===== config.mk =====
export PLATFORM = sky130hd
export DESIGN_NAME = aaac_top
export DESIGN_NICKNAME = d
export VERILOG_FILES = /design/src/aaac_pkg.sv /design/src/aaac_grp_if.sv /design/src/aaac_group.sv /design/src/aaac_top.sv
export SDC_FILE = /design/constraint.sdc
export NUM_CORES = 1
export LEC_CHECK = 0
export ABC_AREA = 1
export BUFFER_PORTS_ARGS = -buffer_cell sky130_fd_sc_hd__buf_2
export CORE_MARGIN = 10
export CORE_UTILIZATION = 53
export CTS_BUF_LIST = sky130_fd_sc_hd__clkbuf_16
export CTS_CLUSTER_SIZE = 40
export DETAILED_ROUTE_END_ITERATION = 10
export GPL_ROUTABILITY_DRIVEN = 1
export PLACE_DENSITY = 0.68
export SYNTH_ARGS = -nofsm -noshare
export SYNTH_HDL_FRONTEND = slang
export SYNTH_SLANG_ARGS = --single-unit

===== constraint.sdc =====
create_clock -name ref_clk -period 3.8 [get_ports ref_clk]
set_clock_uncertainty 0.1 [all_clocks]
set_input_delay 0.76 -clock ref_clk [delete_from_list [all_inputs] [get_ports ref_clk]]
set_output_delay 0.76 -clock ref_clk [all_outputs]
set_load 0.05 [all_outputs]

===== src/aaac_pkg.sv =====
// constants shared by the acquisition arm/align controller and its group engines
// assumes a single 50 MHz clock and an apb register port
package aaac_pkg;
  // clock and timing
  localparam int unsigned CLK_HZ         = 50_000_000;
  localparam int unsigned DELAY_UNIT_MS  = 16;
  localparam int unsigned CYC_PER_UNIT   = (CLK_HZ / 1000) * DELAY_UNIT_MS;
  localparam int unsigned GROUPS         = 4;
  localparam int unsigned TRG_LINES      = 8;

  // widths
  localparam int unsigned ADDR_W         = 18;   // 262144 samples per channel
  localparam int unsigned DLY_W          = 37;   // 16 ms units, covers 1e9 s
  localparam int unsigned MS_W           = 40;   // requested delay in ms

  // register byte offsets
  localparam logic [7:0] OFS_CTRL        = 8'h00;
  localparam logic [7:0] OFS_ALIGN       = 8'h04;
  localparam logic [7:0] OFS_ARM         = 8'h08;
  localparam logic [7:0] OFS_DLY_LO      = 8'h0c;
  localparam logic [7:0] OFS_DLY_HI      = 8'h10;
  localparam logic [7:0] OFS_POINTS      = 8'h14;
  localparam logic [7:0] OFS_STATUS      = 8'h18;

  // ctrl fields
  localparam int unsigned CTRL_POL_BIT   = 0;
  localparam int unsigned CTRL_LINE_LSB  = 4;
  localparam logic        POL_RST        = 1'b0;  // negative
  localparam logic [3:0]  LINE_RST       = 4'h8;  // backplane align off
  localparam logic [3:0]  LINE_OFF       = 4'h8;
  localparam logic [3:0]  LINE_MIN       = 4'h1;

  // arm command fields
  localparam int unsigned ARM_MODE_LSB   = 4;
  localparam logic [3:0]  ARM_DEF_GROUPS = 4'h1;
  localparam logic [ADDR_W-1:0] POINTS_RST = 18'h00100;

  // status fields
  localparam int unsigned ST_EXT_BIT     = 16;
  localparam int unsigned ST_ALIGN_BIT   = 17;

  typedef enum logic [1:0] {
    ARM_IMMEDIATE  = 2'h0,
    ARM_DELAYED    = 2'h1,
    ARM_CONTINUOUS = 2'h2,
    ARM_STOP       = 2'h3
  } aaac_mode_t;
endpackage : aaac_pkg


===== src/aaac_grp_if.sv =====
// bundle between the controller and one channel-group engine
// assumes both ends run on ref_clk
`timescale 1ns/10ps
interface aaac_grp_if;
  logic                             arm;          // one-cycle arm/stop request
  aaac_pkg::aaac_mode_t             mode;         // mode with the request
  logic [aaac_pkg::DLY_W-1:0]       delay_units;  // rounded delay, 0 = none
  logic [aaac_pkg::ADDR_W-1:0]      points;       // post-trigger count
  logic                             tick16;       // 16 ms enable pulse
  logic                             sample_tick;  // gated sample enable
  logic                             trig_in;      // group trigger level
  logic                             busy;
  logic                             trig_en;
  logic                             done;
  logic                             mem_we;
  logic [aaac_pkg::ADDR_W-1:0]      mem_addr;

  modport ctrl (output arm, mode, delay_units, points, tick16, sample_tick, trig_in,
                input busy, trig_en, done, mem_we, mem_addr);
  modport grp  (input arm, mode, delay_units, points, tick16, sample_tick, trig_in,
                output busy, trig_en, done, mem_we, mem_addr);
endinterface : aaac_grp_if


===== src/aaac_group.sv =====
// one channel-group acquisition engine: delay, trigger arming, post-trigger fill
// assumes the controller delivers gated sample ticks and a free 16 ms tick
`timescale 1ns/10ps
module aaac_group (
  input wire logic  ref_clk,      // 50 MHz clock
  input wire logic  rst,          // synchronous reset
  aaac_grp_if.grp   g             // controller side
);
  typedef enum logic [2:0] {ST_IDLE, ST_DELAY, ST_ARMED, ST_POST, ST_FREE, ST_DONE} aaac_gstate_t;

  aaac_gstate_t                 state_q;
  logic [aaac_pkg::DLY_W-1:0]   dly_q;
  logic [aaac_pkg::ADDR_W-1:0]  post_q;
  logic [aaac_pkg::ADDR_W-1:0]  addr_q;
  logic                         we_q;
  logic                         filling;

  // memory is written in every acquiring state, triggered or not
  assign filling = (state_q == ST_DELAY) || (state_q == ST_ARMED) ||
                   (state_q == ST_POST) || (state_q == ST_FREE);

  // arming sequence and post-trigger countdown
  always_ff @(posedge ref_clk) begin
    if (rst) begin
      state_q <= ST_IDLE;
      dly_q   <= '0;
      post_q  <= '0;
    end else if (g.arm) begin
      post_q <= g.points;
      dly_q  <= g.delay_units;
      unique case (g.mode)
        aaac_pkg::ARM_IMMEDIATE:  state_q <= ST_ARMED;
        aaac_pkg::ARM_DELAYED:    state_q <= (g.delay_units == '0) ? ST_ARMED : ST_DELAY;
        aaac_pkg::ARM_CONTINUOUS: state_q <= ST_FREE;
        aaac_pkg::ARM_STOP:       state_q <= ST_IDLE;
      endcase
    end else begin
      unique case (state_q)
        ST_IDLE, ST_FREE, ST_DONE: state_q <= state_q;
        // triggers stay off until the last unit has fully passed
        ST_DELAY: if (g.tick16) begin
          if (dly_q == '0) state_q <= ST_ARMED;
          else dly_q <= dly_q - 1'b1;
        end
        // a trigger already high at arming goes straight to the post count
        ST_ARMED: if (g.trig_in) begin
          state_q <= (post_q == '0) ? ST_DONE : ST_POST;
        end
        ST_POST: if (g.sample_tick) begin
          if (post_q == 18'h00001) state_q <= ST_DONE;
          post_q <= post_q - 1'b1;
        end
      endcase
    end
  end

  // write strobe and address: stale samples beyond the post count are kept
  always_ff @(posedge ref_clk) begin
    if (rst) begin
      we_q   <= 1'b0;
      addr_q <= '0;
    end else begin
      // the tick that meets the trigger in the armed state is not a post sample,
      // so a trigger already high at arming writes exactly the post count
      we_q <= filling && g.sample_tick && !(state_q == ST_ARMED && g.trig_in);
      if (we_q) addr_q <= addr_q + 1'b1;               // wraps over the full memory
    end
  end

  assign g.busy     = filling;
  assign g.trig_en  = (state_q == ST_ARMED) || (state_q == ST_POST);
  assign g.done     = (state_q == ST_DONE);
  assign g.mem_we   = we_q;
  assign g.mem_addr = addr_q;
endmodule : aaac_group


===== src/aaac_top.sv =====
// acquisition arm and clock-align controller for four channel groups
// assumes apb master on ref_clk, backplane and external lines already synchronous
//
// The APB slave port and the address map are this design's own decisions.
`timescale 1ns/10ps
module aaac_top #(
  parameter int unsigned CYC_PER_UNIT = aaac_pkg::CYC_PER_UNIT  // cycles per 16 ms
) (
  input  wire logic                  ref_clk,        // 50 MHz clock
  input  wire logic                  rst,            // synchronous reset, high
  input  wire logic                  psel,           // apb select
  input  wire logic                  penable,        // apb access phase
  input  wire logic                  pwrite,         // apb direction
  input  wire logic [7:0]            paddr,          // apb byte address
  input  wire logic [31:0]           pwdata,         // apb write data
  output logic      [31:0]           prdata,         // apb read data
  output logic                       pready,         // apb ready
  output logic                       pslverr,        // apb error, unmapped address
  input  wire logic                  ext_align_in,   // external align level
  input  wire logic [7:0]            bp_trig_in,     // backplane trigger lines 0..7
  input  wire logic [3:0]            sample_tick_in, // per-group sample enables
  input  wire logic [3:0]            group_trig_in,  // per-group trigger levels
  output logic      [3:0]            sample_en,      // gated sample enables
  output logic      [3:0]            sample_clk_rst, // per-group sample clock reset
  output logic                       align_out,      // internal align line
  output logic                       timetag_clr,    // time-tag counter clear
  output logic      [3:0]            mem_we,         // per-group memory write
  output logic      [71:0]           mem_addr        // four 18-bit write addresses
);
  localparam int unsigned G = aaac_pkg::GROUPS;

  logic                            pol_q;
  logic [3:0]                      line_q;
  logic                            imm_q;
  logic [31:0]                     dly_lo_q;
  logic [7:0]                      dly_hi_q;
  logic [aaac_pkg::ADDR_W-1:0]     points_q;
  logic [G-1:0]                    arm_q;
  aaac_pkg::aaac_mode_t            mode_q;
  logic [aaac_pkg::DLY_W-1:0]      dly_units_q;
  logic [31:0]                     prdata_q;
  logic                            align_q;
  logic [G-1:0]                    clk_rst_q;
  logic [31:0]                     pre_q;
  logic                            tick16_q;
  logic                            ext_active;
  logic                            bp_active;
  logic                            align_now;
  logic                            wr_en;
  logic                            rd_setup;
  logic                            mapped;
  logic [aaac_pkg::MS_W:0]         ms_sum;
  logic [3:0]                      arm_groups;
  logic [G-1:0]                    busy;
  logic [G-1:0]                    trig_en;
  logic [G-1:0]                    done;
  logic [31:0]                     status;

  // apb decode; the slave never waits, errors only on unmapped offsets
  assign mapped = (paddr == aaac_pkg::OFS_CTRL)   || (paddr == aaac_pkg::OFS_ALIGN) ||
                  (paddr == aaac_pkg::OFS_ARM)    || (paddr == aaac_pkg::OFS_DLY_LO) ||
                  (paddr == aaac_pkg::OFS_DLY_HI) || (paddr == aaac_pkg::OFS_POINTS) ||
                  (paddr == aaac_pkg::OFS_STATUS);
  assign wr_en    = psel && penable && pwrite && mapped;
  assign rd_setup = psel && !penable && !pwrite;
  assign pready   = 1'b1;
  assign pslverr  = psel && penable && !mapped;
  assign prdata   = prdata_q;

  // align configuration, applied on the write edge with no arm interlock
  always_ff @(posedge ref_clk) begin
    if (rst) begin
      pol_q  <= aaac_pkg::POL_RST;
      line_q <= aaac_pkg::LINE_RST;
    end else if (wr_en && paddr == aaac_pkg::OFS_CTRL) begin
      pol_q <= pwdata[aaac_pkg::CTRL_POL_BIT];
      // out-of-range values (0, 9..15) fall back to off
      if (pwdata[aaac_pkg::CTRL_LINE_LSB +: 4] >= aaac_pkg::LINE_MIN &&
          pwdata[aaac_pkg::CTRL_LINE_LSB +: 4] <= aaac_pkg::LINE_OFF)
        line_q <= pwdata[aaac_pkg::CTRL_LINE_LSB +: 4];
      else
        line_q <= aaac_pkg::LINE_OFF;
    end
  end

  // immediate align command: a single-cycle pulse per write
  always_ff @(posedge ref_clk) begin
    if (rst) imm_q <= 1'b0;
    else imm_q <= wr_en && (paddr == aaac_pkg::OFS_ALIGN) && pwdata[0];
  end

  // delay and sweep settings, held for the next arm command
  always_ff @(posedge ref_clk) begin
    if (rst) begin
      dly_lo_q <= '0;
      dly_hi_q <= '0;
      points_q <= aaac_pkg::POINTS_RST;
    end else if (wr_en) begin
      if (paddr == aaac_pkg::OFS_DLY_LO) dly_lo_q <= pwdata;
      if (paddr == aaac_pkg::OFS_DLY_HI) dly_hi_q <= pwdata[7:0];
      if (paddr == aaac_pkg::OFS_POINTS) points_q <= pwdata[aaac_pkg::ADDR_W-1:0];
    end
  end

  // ms to 16 ms units, rounding up; zero stays zero
  assign ms_sum = {1'b0, dly_hi_q, dly_lo_q} + 41'h000_0000_000f;

  // an empty group list means group 1 only
  assign arm_groups = (pwdata[3:0] == 4'h0) ? aaac_pkg::ARM_DEF_GROUPS : pwdata[3:0];

  // arm command fan-out; groups outside the list see no request
  always_ff @(posedge ref_clk) begin
    if (rst) begin
      arm_q       <= '0;
      mode_q      <= aaac_pkg::ARM_IMMEDIATE;
      dly_units_q <= '0;
    end else begin
      arm_q <= '0;
      if (wr_en && paddr == aaac_pkg::OFS_ARM) begin
        arm_q       <= arm_groups;
        mode_q      <= aaac_pkg::aaac_mode_t'(pwdata[aaac_pkg::ARM_MODE_LSB +: 2]);
        dly_units_q <= ms_sum[aaac_pkg::MS_W:4];
      end
    end
  end

  // free 16 ms prescaler; arming mid-period makes the delay up to one unit longer
  always_ff @(posedge ref_clk) begin
    if (rst) begin
      pre_q    <= '0;
      tick16_q <= 1'b0;
    end else begin
      tick16_q <= (pre_q == CYC_PER_UNIT - 1);
      pre_q    <= (pre_q == CYC_PER_UNIT - 1) ? '0 : pre_q + 1'b1;
    end
  end

  // align sources; line 0 and the off code never match
  assign ext_active = (ext_align_in == pol_q);
  assign bp_active  = (line_q != aaac_pkg::LINE_OFF) && (line_q != 4'h0) &&
                      bp_trig_in[line_q[2:0]];
  assign align_now  = imm_q || ext_active || bp_active;

  // registered align line, time-tag clear and clock resets
  always_ff @(posedge ref_clk) begin
    if (rst) begin
      align_q   <= 1'b0;
      clk_rst_q <= '0;
    end else begin
      align_q   <= align_now;
      // only groups that are acquiring get their divider restarted
      clk_rst_q <= {G{align_now}} & busy;
    end
  end
  assign align_out      = align_q;
  assign timetag_clr    = align_q;
  assign sample_clk_rst = clk_rst_q;
  // the external level is a master gate on every sampling clock
  assign sample_en      = ext_active ? '0 : sample_tick_in;

  // per-group engines
  genvar gi;
  generate
    for (gi = 0; gi < G; gi++) begin : g_grp
      aaac_grp_if gif ();
      assign gif.arm         = arm_q[gi];
      assign gif.mode        = mode_q;
      assign gif.delay_units = dly_units_q;
      assign gif.points      = points_q;
      assign gif.tick16      = tick16_q;
      // groups take the gated enables, so an active external align level stops their sampling
      assign gif.sample_tick = sample_en[gi];
      assign gif.trig_in     = group_trig_in[gi];
      assign busy[gi]        = gif.busy;
      assign trig_en[gi]     = gif.trig_en;
      assign done[gi]        = gif.done;
      assign mem_we[gi]      = gif.mem_we;
      assign mem_addr[gi*aaac_pkg::ADDR_W +: aaac_pkg::ADDR_W] = gif.mem_addr;
      aaac_group u_grp (
        .ref_clk (ref_clk),
        .rst     (rst),
        .g       (gif.grp)
      );
    end
  endgenerate

  // status word: per group nibble busy/trigger-enabled/done, plus align levels
  always_comb begin
    status = '0;
    for (int i = 0; i < G; i++) begin
      status[4*i]   = busy[i];
      status[4*i+1] = trig_en[i];
      status[4*i+2] = done[i];
    end
    status[aaac_pkg::ST_EXT_BIT]   = ext_active;
    status[aaac_pkg::ST_ALIGN_BIT] = align_q;
  end

  // read data captured in the setup cycle, stable through the access cycle
  always_ff @(posedge ref_clk) begin
    if (rst) prdata_q <= '0;
    else if (rd_setup) begin
      unique case (paddr)
        aaac_pkg::OFS_CTRL:   prdata_q <= {24'h000000, line_q, 3'h0, pol_q};
        aaac_pkg::OFS_DLY_LO: prdata_q <= dly_lo_q;
        aaac_pkg::OFS_DLY_HI: prdata_q <= {24'h000000, dly_hi_q};
        aaac_pkg::OFS_POINTS: prdata_q <= {14'h0000, points_q};
        aaac_pkg::OFS_STATUS: prdata_q <= status;
        default:              prdata_q <= '0;   // write-only and unmapped read zero
      endcase
    end
  end
endmodule : aaac_top


Yosys cells after proc, flatten, opt, wreduce, memory -nomap -nowiden
Index checks and enable logic that the tools add are counted.
{"block": "classes", "n_addsub": 14, "eq_ne": 64, "n_lt_le_gt_ge": 3, "muxes": 68, "reduce_logical": 111, "n_bitwise": 2}
{"op": "$mux 37", "count": 16}
{"op": "$mux 18", "count": 12}
{"op": "$logic_not 37->1", "count": 5}
{"op": "$pmux 32 s5", "count": 1}
{"op": "$sub 37x1->37 const B", "count": 4}
{"op": "$mux 3", "count": 28}
{"op": "$add 18x1->18 const B", "count": 4}
{"op": "$eq 18x1->1 const B", "count": 4}
{"op": "$logic_not 18->1", "count": 4}
{"op": "$sub 18x1->18 const B", "count": 4}
{"op": "$ne 3x3->1 const B", "count": 20}
{"op": "$add 40x4->41 const B", "count": 1}
{"op": "$pmux 3 s3", "count": 4}
{"op": "$add 32x1->32 const B", "count": 1}
{"op": "$eq 32x20->1 const B", "count": 1}
{"op": "$reduce_bool 2->1", "count": 16}
{"op": "$logic_and 1x1->1", "count": 25}
{"op": "$eq 3x2->1 const B", "count": 8}
{"op": "$eq 3x3->1 const B", "count": 8}
{"op": "$eq 8x5->1 const B", "count": 3}
{"op": "$logic_or 1x1->1", "count": 24}
{"op": "$reduce_and 6->1", "count": 4}
{"op": "$eq 8x4->1 const B", "count": 2}
{"op": "$ne 2x2->1 const B", "count": 8}
{"op": "other kinds (26)", "count": 55}
{"block": "word_totals", "register_bits": 485, "inputBits": 62, "out_inout_bits": 120, "wordCells": 297}

Depth between registers and ports, before layout
Gate-level depths: netlist (run 1).
{"block": "depth", "depth_word": 11, "ltp_mapped": 15, "mapped_depth_nobuf": 14}

Cells and area by module
Synthesis (run 1) repeated with hierarchy kept, for this count alone.
{"block": "hier_totals", "cells_unflattened": 4951, "area_unflattened_um2": 29907.4}
{"module": "aaac_group", "instances": 4, "cells_each": 891, "area_each_um2": 5251.3, "seq_area_each_um2": 1541.5}
{"module": "aaac_top", "instances": 1, "cells_each": 1387, "area_each_um2": 8902.3, "seq_area_each_um2": 3543.4}

Worst setup path after synthesis (run 1)
No wires, ideal clock.
{"block": "synth_timing", "path_kind": "input-to-output", "from": "input paddr[0]", "to": "output pslverr", "path_buffers": 0, "setup_slack_ns": 1.225, "arrival_ns": 1.715, "required_time_ns": 2.940, "path_stages": 4, "path_cell_list": "inv_1 -> nand2_1 -> a311oi_4 -> nor2_1"}
{"block": "synth_between", "elab_chain_len": 9, "word_cells_on_any_way": 15, "cone_classes": "6 x eq/ne; 9 x reduce/logical"}
{"item": "start, declared", "line": "aaac_top.sv:14", "source": "input wire logic [7:0] paddr,"}
{"item": "$eq 8x3->1 or $logic_not 8->1 (tied branches)", "line": "aaac_top.sv:60", "source": "assign mapped = (paddr == aaac_pkg::OFS_CTRL) || (paddr == aaac_pkg::OFS_ALIGN) ||"}
{"item": "$logic_or 1x1->1 (2 in series)", "line": "aaac_top.sv:60"}
{"item": "$logic_or 1x1->1 (2 in series)", "line": "aaac_top.sv:61", "source": "(paddr == aaac_pkg::OFS_ARM) || (paddr == aaac_pkg::OFS_DLY_LO) ||"}
{"item": "$logic_or 1x1->1", "line": "aaac_top.sv:62", "source": "(paddr == aaac_pkg::OFS_DLY_HI) || (paddr == aaac_pkg::OFS_POINTS) ||"}
{"item": "$logic_or 1x1->1 (*)", "line": "aaac_top.sv:62"}
{"item": "$logic_not 1->1 (*)", "line": "aaac_top.sv:67", "source": "assign pslverr = psel && penable && !mapped;"}
{"item": "$logic_and 1x1->1 (*)", "line": "aaac_top.sv:67"}
{"item": "end, declared", "line": "aaac_top.sv:18", "source": "output logic pslverr,"}
Mark *: on every way between the ends. The rest lies on a longest branch, timed or not.

Worst setup path in the final report (run 1)
{"block": "layout_timing", "from": "register pol_q", "to": "output sample_en[1]"}
{"block": "layout_between", "elab_chain_len": 2}
{"item": "start, declared", "line": "aaac_top.sv:32", "source": "logic pol_q;"}
{"item": "start signal, assigned", "line": "aaac_top.sv:73", "source": "pol_q <= aaac_pkg::POL_RST;"}
{"item": "start signal, assigned", "line": "aaac_top.sv:76", "source": "pol_q <= pwdata[aaac_pkg::CTRL_POL_BIT];"}
{"item": "$eq 1x1->1", "line": "aaac_top.sv:139", "source": "assign ext_active = (ext_align_in == pol_q);"}
{"item": "$mux 4", "line": "aaac_top.sv:159", "source": "assign sample_en = ext_active ? '0 : sample_tick_in;"}
{"item": "end, declared", "line": "aaac_top.sv:23", "source": "output logic [3:0] sample_en,"}
No other way between the ends.

==> flow_summary.ini, run 1 <==
[synthesis]
synth-edff-count = 0
yosys.area.top_type = dfxtp_1
async_flop_share = 0
syn_inst = 4630
synth.top_cell.area_share = 0.339
synth.avg_cell_area_um2 = 6.19
ys_seq_elements = 485
synth_top_flop_cell = dfxtp_1
yosys-top-cells-area = dfxtp_1 34%, nand2_1 17%, nor2_1 9.5%
syn_nets = 4717
ys_types = 56
yosysSeqAreaShare = 0.339
synth_warnings = 0
synthesis.area_um2 = 28700

[cts]
numCtsBuffers = 54
clk_pin_slew_ps = 60
clk_path_buf_depth = 3
cts-htree-levels = 2
cts_hold_buf = 0
cts_resized = 0
cts_tree = built
clk_latency_ps = 650
cts_setup_buffers = 0
clock-root-buffer = clkbuf_16
cts_sinks = 485

[global_route]
grt_antenna_before_repair = 5
grt_use_total = 0.292
grt_max_degree = 115
overflow = 0
grt_pass1_vias = 26500
grt_first_pass_wirelength_um = 150000

[sta]
tightest_slew_ps = 947
fin_ws_ps = 865
drv_slew = 0
rsz0062_at_grt = no
timing.final.hold_violations = 0
tns_ps = 0
slew_headroom = 0.366
period_needed_ps = 2940
max_freq_ghz = 0.341
post-route-period-util = 0.772
finalSetupViolations = 0

[power]
seqPwrFrac = 0.474
pwr-share-comb = 0.031
totalPowerFinal_mw = 10.8
p_leak_nw = 14.3
swShare = 0.236
internal-power_mw = 8.24
p_per_area_nw_per_um2 = 341
ir_drop_mv = 0.365
p_sw_mw = 2.55
clockPowerShare = 0.494

[floorplan]
core_area_um2 = 53700
dieArea_um2 = 63800
row_count = 85
floorplan.initialDensity = 0.534
die_w_um = 253
io_pins = 182
die_h_um = 253

[detailed_routing]
postRouteAntennaNets = 0
num_vias = 30100
avgViaCountPerCell = 5.51
drtPass1Iterations = 6
routed_wl_um = 96100
drc = 0
wl_per_cell_um = 17.6
drt_iter0_drc = 3078

[placement]
dpl.hpwl_um = 69400
pre_cts_ws_ps = 863
port_buffers = 179
placedCellCount = 5365
gp_congestion = 1.01

[final_layout]
final_cells = 5468
ff_latch_area_um2 = 9710
fillers = 5365
final_common_cell = nand2_1
nNetsFinal = 4812
final_cell_mix = 1312 x nand2_1, 726 x nor2_1, 481 x dfxtp_1, 456 x inv_1, 333 x a21oi_1
syn_to_final_growth_pct = 10.5
multi_input_area_um2 = 16400
drive_above_1_share = 0.0795
post-route-util = 0.590

[worst_setup_path]
rrSetupSlack_ps = 1180
end_kind = output pin
r2r_cells = 14
cp_slowest_cell = dfxtp_1
cp_slowest_stage_delay_ps = 450
path_cells = or2_1 -> nand3_1 -> inv_1 -> buf_2
r2r_start = g_grp[0].u_grp.dly_q[0]
crit_arrival_ps = 2080
required_ps = 2940
endpoint = sample_en[1]
worstSetupStartpointType = flop
rr_endpoint = g_grp[0].u_grp.dly_q[9]
critPathKind = reg2out
crit_start = pol_q
worstPathMaxFanout = 5

[outcome]
status = finished, final reports clean

[hold_path]
hp-class = in2reg
hp-start = pwdata[21]

[job]
timing.max_cap.violations = 0
-- cell usage after synthesis (5+ instances only) --
cell type,instances
a22oi_1,8
nand4_1,77
nor2_4,8
buf_2,33
buf_4,18
nand2_1,1312
o21bai_1,23
inv_2,8
a211oi_1,8
nand2_2,9
nand3_1,332
nand3_2,6
ha_1,25
o221ai_1,13
xnor2_1,46
o21ai_1,7
or2_2,10
nor2_2,25
xor2_1,77
nor3b_1,10
a21oi_1,333
o211ai_1,18
nor2_1,726
and2_1,6
o21a_1,5
nor4_1,10
buf_6,11
a31oi_1,28
buf_1,13
dfxtp_1,485
clkbuf_1,98
inv_1,442
o21ai_0,247
nand3b_1,11
nor3_1,95
o22ai_1,8
-- cell type report --
class / instances / area share
diodes: 2 / 0.000158
clock buffers: 54 / 0.0427
clock inverters: 47 / 0.0136
inverters: 458 / 0.0545
multi-input cells: 3514 / 0.518
flip-flops and latches: 485 / 0.307
well taps: 696 / 0.0275
repair buffers: 212 / 0.0372
-- per-stage QoR --
step,hold slack (ps),area (um^2)
2_1_floorplan,318,28700
3_3_place_gp,330,29900
3_5_place_dp,340,29900
4_1_cts,230,31700
5_1_grt,271,31700
6_report,245,31700
-- per-layer routing --
| layer | share of wire | wire [um] | up-vias | global-route usage |
|---|---|---|---|---|
| met1 | 0.45 | 43300 | 13600 | 0.415 |
| li1 | - | - | 15100 | - |
| met2 | 0.42 | 40400 | 1198 | 0.435 |
| met5 | 0.00022 | 21 | - | 0 |
| met3 | 0.098 | 9450 | 174 | 0.0602 |
| met4 | 0.031 | 2940 | 4 | 0.0872 |
-- sequential cells by signal, indices dropped and copies added (netlist names), 8 cells and up --
register	flops
g_grp.u_grp.dly_q	148
g_grp.u_grp.g.mem_addr	72
g_grp.u_grp.post_q	72
dly_units_q	37
dly_lo_q	32
prdata	32
pre_q	32
g_grp.gif.points	18
g_grp.u_grp.state_q	12
dly_hi_q	8
-- power by group through the flow --
stage          Clock (mW)  Sequential [mW]  Combinational (mW)
6_report             5.34             5.12               0.338
3_3_place_gp            0             5.23               0.331
3_5_place_dp            0             5.23               0.331
2_1_floorplan           0             5.27               0.167
5_1_grt              5.59             5.12               0.363
4_1_cts              5.40             5.12               0.332
-- worst max-delay path: cells and delay by family (launching register included) --
kind / cells / cell delay [ps]
and+or+nand+nor: 2 / 520
DFF: 1 / 450
buffers and inverters: 2 / 450
-- kinds of logic after synthesis --
group           after synthesis  share of synthesized area
simple gates               2652                      0.387
compound gates              713                      0.136
buf+inv                     631                     0.0895
flops                       485                      0.339
xor+xnor                    123                     0.0376
fa+ha+maj                    25                     0.0109
other cells                   1                   0.000131
-- worst min-delay path by stage --
stage	end	depth (start not counted)
after detailed placement	pre_q[0]	1
final	dly_lo_q[21]	3
after global placement	pre_q[0]	1
after floorplan	pre_q[0]	1
after global routing	dly_lo_q[22]	3
after CTS	dly_lo_q[21]	3
Power figures use the tool's default switching activity.
==> inputs of run 2 (changes only) <==
PLACE_DENSITY = 0.71   (was 0.68)
clock period = 2.7 ns   (was 3.8 ns; I/O delays follow)
==> flow_summary.ini, run 2 (synthesis gave the netlist of run 1 again) <==
[sta]
tns_ps = 0
period_needed_ps = 2670
timing.final.hold_violations = 0
max_freq_ghz = 0.374
post-route-period-util = 0.990
fin_ws_ps = 26.9
slew_headroom = 0.416
finalSetupViolations = 0
rsz0062_at_grt = no
drv_slew = 0
tightest_slew_ps = 876

[floorplan]
row_count = 85
floorplan.initialDensity = 0.534
io_pins = 182
dieArea_um2 = 63800
core_area_um2 = 53700
die_h_um = 253
die_w_um = 253

[worst_setup_path]
critPathKind = reg2out
rrSetupSlack_ps = 490
required_ps = 2060
r2r_start = g_grp[0].u_grp.dly_q[0]
end_kind = output pin
r2r_cells = 14
cp_top_family = buffers and inverters
crit_arrival_ps = 2030
cp_slowest_cell = dfxtp_1
worstPathMaxFanout = 5
cp_num_buf_inv = 2
worstSetupStartpointType = flop
path_cells = or2_1 -> nand3_1 -> inv_2 -> buf_2
cp_slowest_stage_delay_ps = 450
rr_endpoint = g_grp[0].u_grp.dly_q[29]

[global_route]
overflow = 0
grt_antenna_before_repair = 1
grt_use_total = 0.291
grt_first_pass_wirelength_um = 150000
grt_max_degree = 107
grt_pass1_vias = 27100

[cts]
numCtsBuffers = 55
cts_hold_buf = 0
cts_resized = 1
clk_path_buf_depth = 3
cts_setup_buffers = 0
clk_pin_slew_ps = 60
cts-htree-levels = 2
cts_tree = built
clk_latency_ps = 640
clock-root-buffer = clkbuf_16
cts_sinks = 485

[final_layout]
post-route-util = 0.598
regMostFlops = g_grp.u_grp.dly_q
largest_reg_flops = 148
final_cell_mix = 1312 x nand2_1, 726 x nor2_1, 481 x dfxtp_1, 448 x inv_1, 333 x a21oi_1
fillers = 5299
drive_above_1_share = 0.0893
syn_to_final_growth_pct = 12.1
nNetsFinal = 4860
final_common_cell = nand2_1

[detailed_routing]
drtPass1Iterations = 8
drc = 0
postRouteAntennaNets = 0
num_vias = 30500
drt_iter0_drc = 3486
avgViaCountPerCell = 5.54
wl_per_cell_um = 17.4
routed_wl_um = 95800

[power]
p_per_area_nw_per_um2 = 485
totalPowerFinal_mw = 15.6
ir_drop_mv = 0.611
p_leak_nw = 14.5

[outcome]
status = finished, final reports clean

[placement]
port_buffers = 179
pre_cts_ws_ps = 275
dpl.hpwl_um = 69600
gp_congestion = 1.02

[hold_path]
whs_path_depth = 3
hold_path_end = dly_lo_q[27]
hp-class = in2reg
hp-start = pwdata[27]

[job]
timing.max_cap.violations = 0
## run 2: per-stage QoR
step / cell area, um^2 / std cells / hold WS [ps]
global placement: 30300 / 5412 / 332
global route: 32100 / 5510 / 52.3
detailed placement: 30300 / 5412 / 341
finish: 32100 / 5511 / 30.4
floorplan: 28700 / 4630 / 318
CTS: 32100 / 5510 / 9.89
## run 2: layout make-up
cell class	instances	area [um^2]	share of cell area
clock buffers	56	1400	0.0436
flip-flops and latches	485	9710	0.302
clock inverters	42	469	0.0146
well taps	696	871	0.0271
inverters	458	1730	0.0537
multi-input cells	3514	16400	0.510
diodes	1	2.50	0.0000779
repair buffers	259	1560	0.0484
## run 2: worst reg2reg max path: stages, from the launching register on
cell      delay [ps]
dfxtp_1          320
inv_1             90
ha_1             230
inv_1             60
nor2_1            30
nand2_1           60
nor2_1            50
nand2_1           60
nor2_1            40
nand2_1           90
nand3_2          150
nand2_4          120
clkinv_2         390
nand2_1          210
a21oi_1           80
## run 2: worst max-delay path by stage
stage / end / from / slack (ps) / cells after the start
after floorplan: pslverr / paddr[0] / 570 / 4
after global placement: dly_units_q[29] / paddr[5] / 250 / 12
after detailed placement: dly_lo_q[16] / paddr[0] / 280 / 10
after CTS: sample_en[1] / pol_q / 40 / 4
after global routing: sample_en[1] / pol_q / 1 / 4
final: sample_en[1] / pol_q / 30 / 4
## run 2: routing by layer
layer  global-route usage  vias to the layer above  wire [um]
li1                     -                    15200          -
met1                0.409                    13800      42100
met2                0.434                     1308      40500
met3               0.0540                      206       9720
met4                0.108                        2       3490
met5                    0                        -          7
## run 2: power by group
group | total (mW) | internal, mW | leakage [nW] | switching [mW]
Combinational | 0.484 | 0.116 | 9.67 | 0.368
Clock | 7.90 | 4.70 | 0.940 | 3.20
Sequential | 7.20 | 7.18 | 3.91 | 0.0213
Total | 15.6 | 12.0 | 14.5 | 3.59
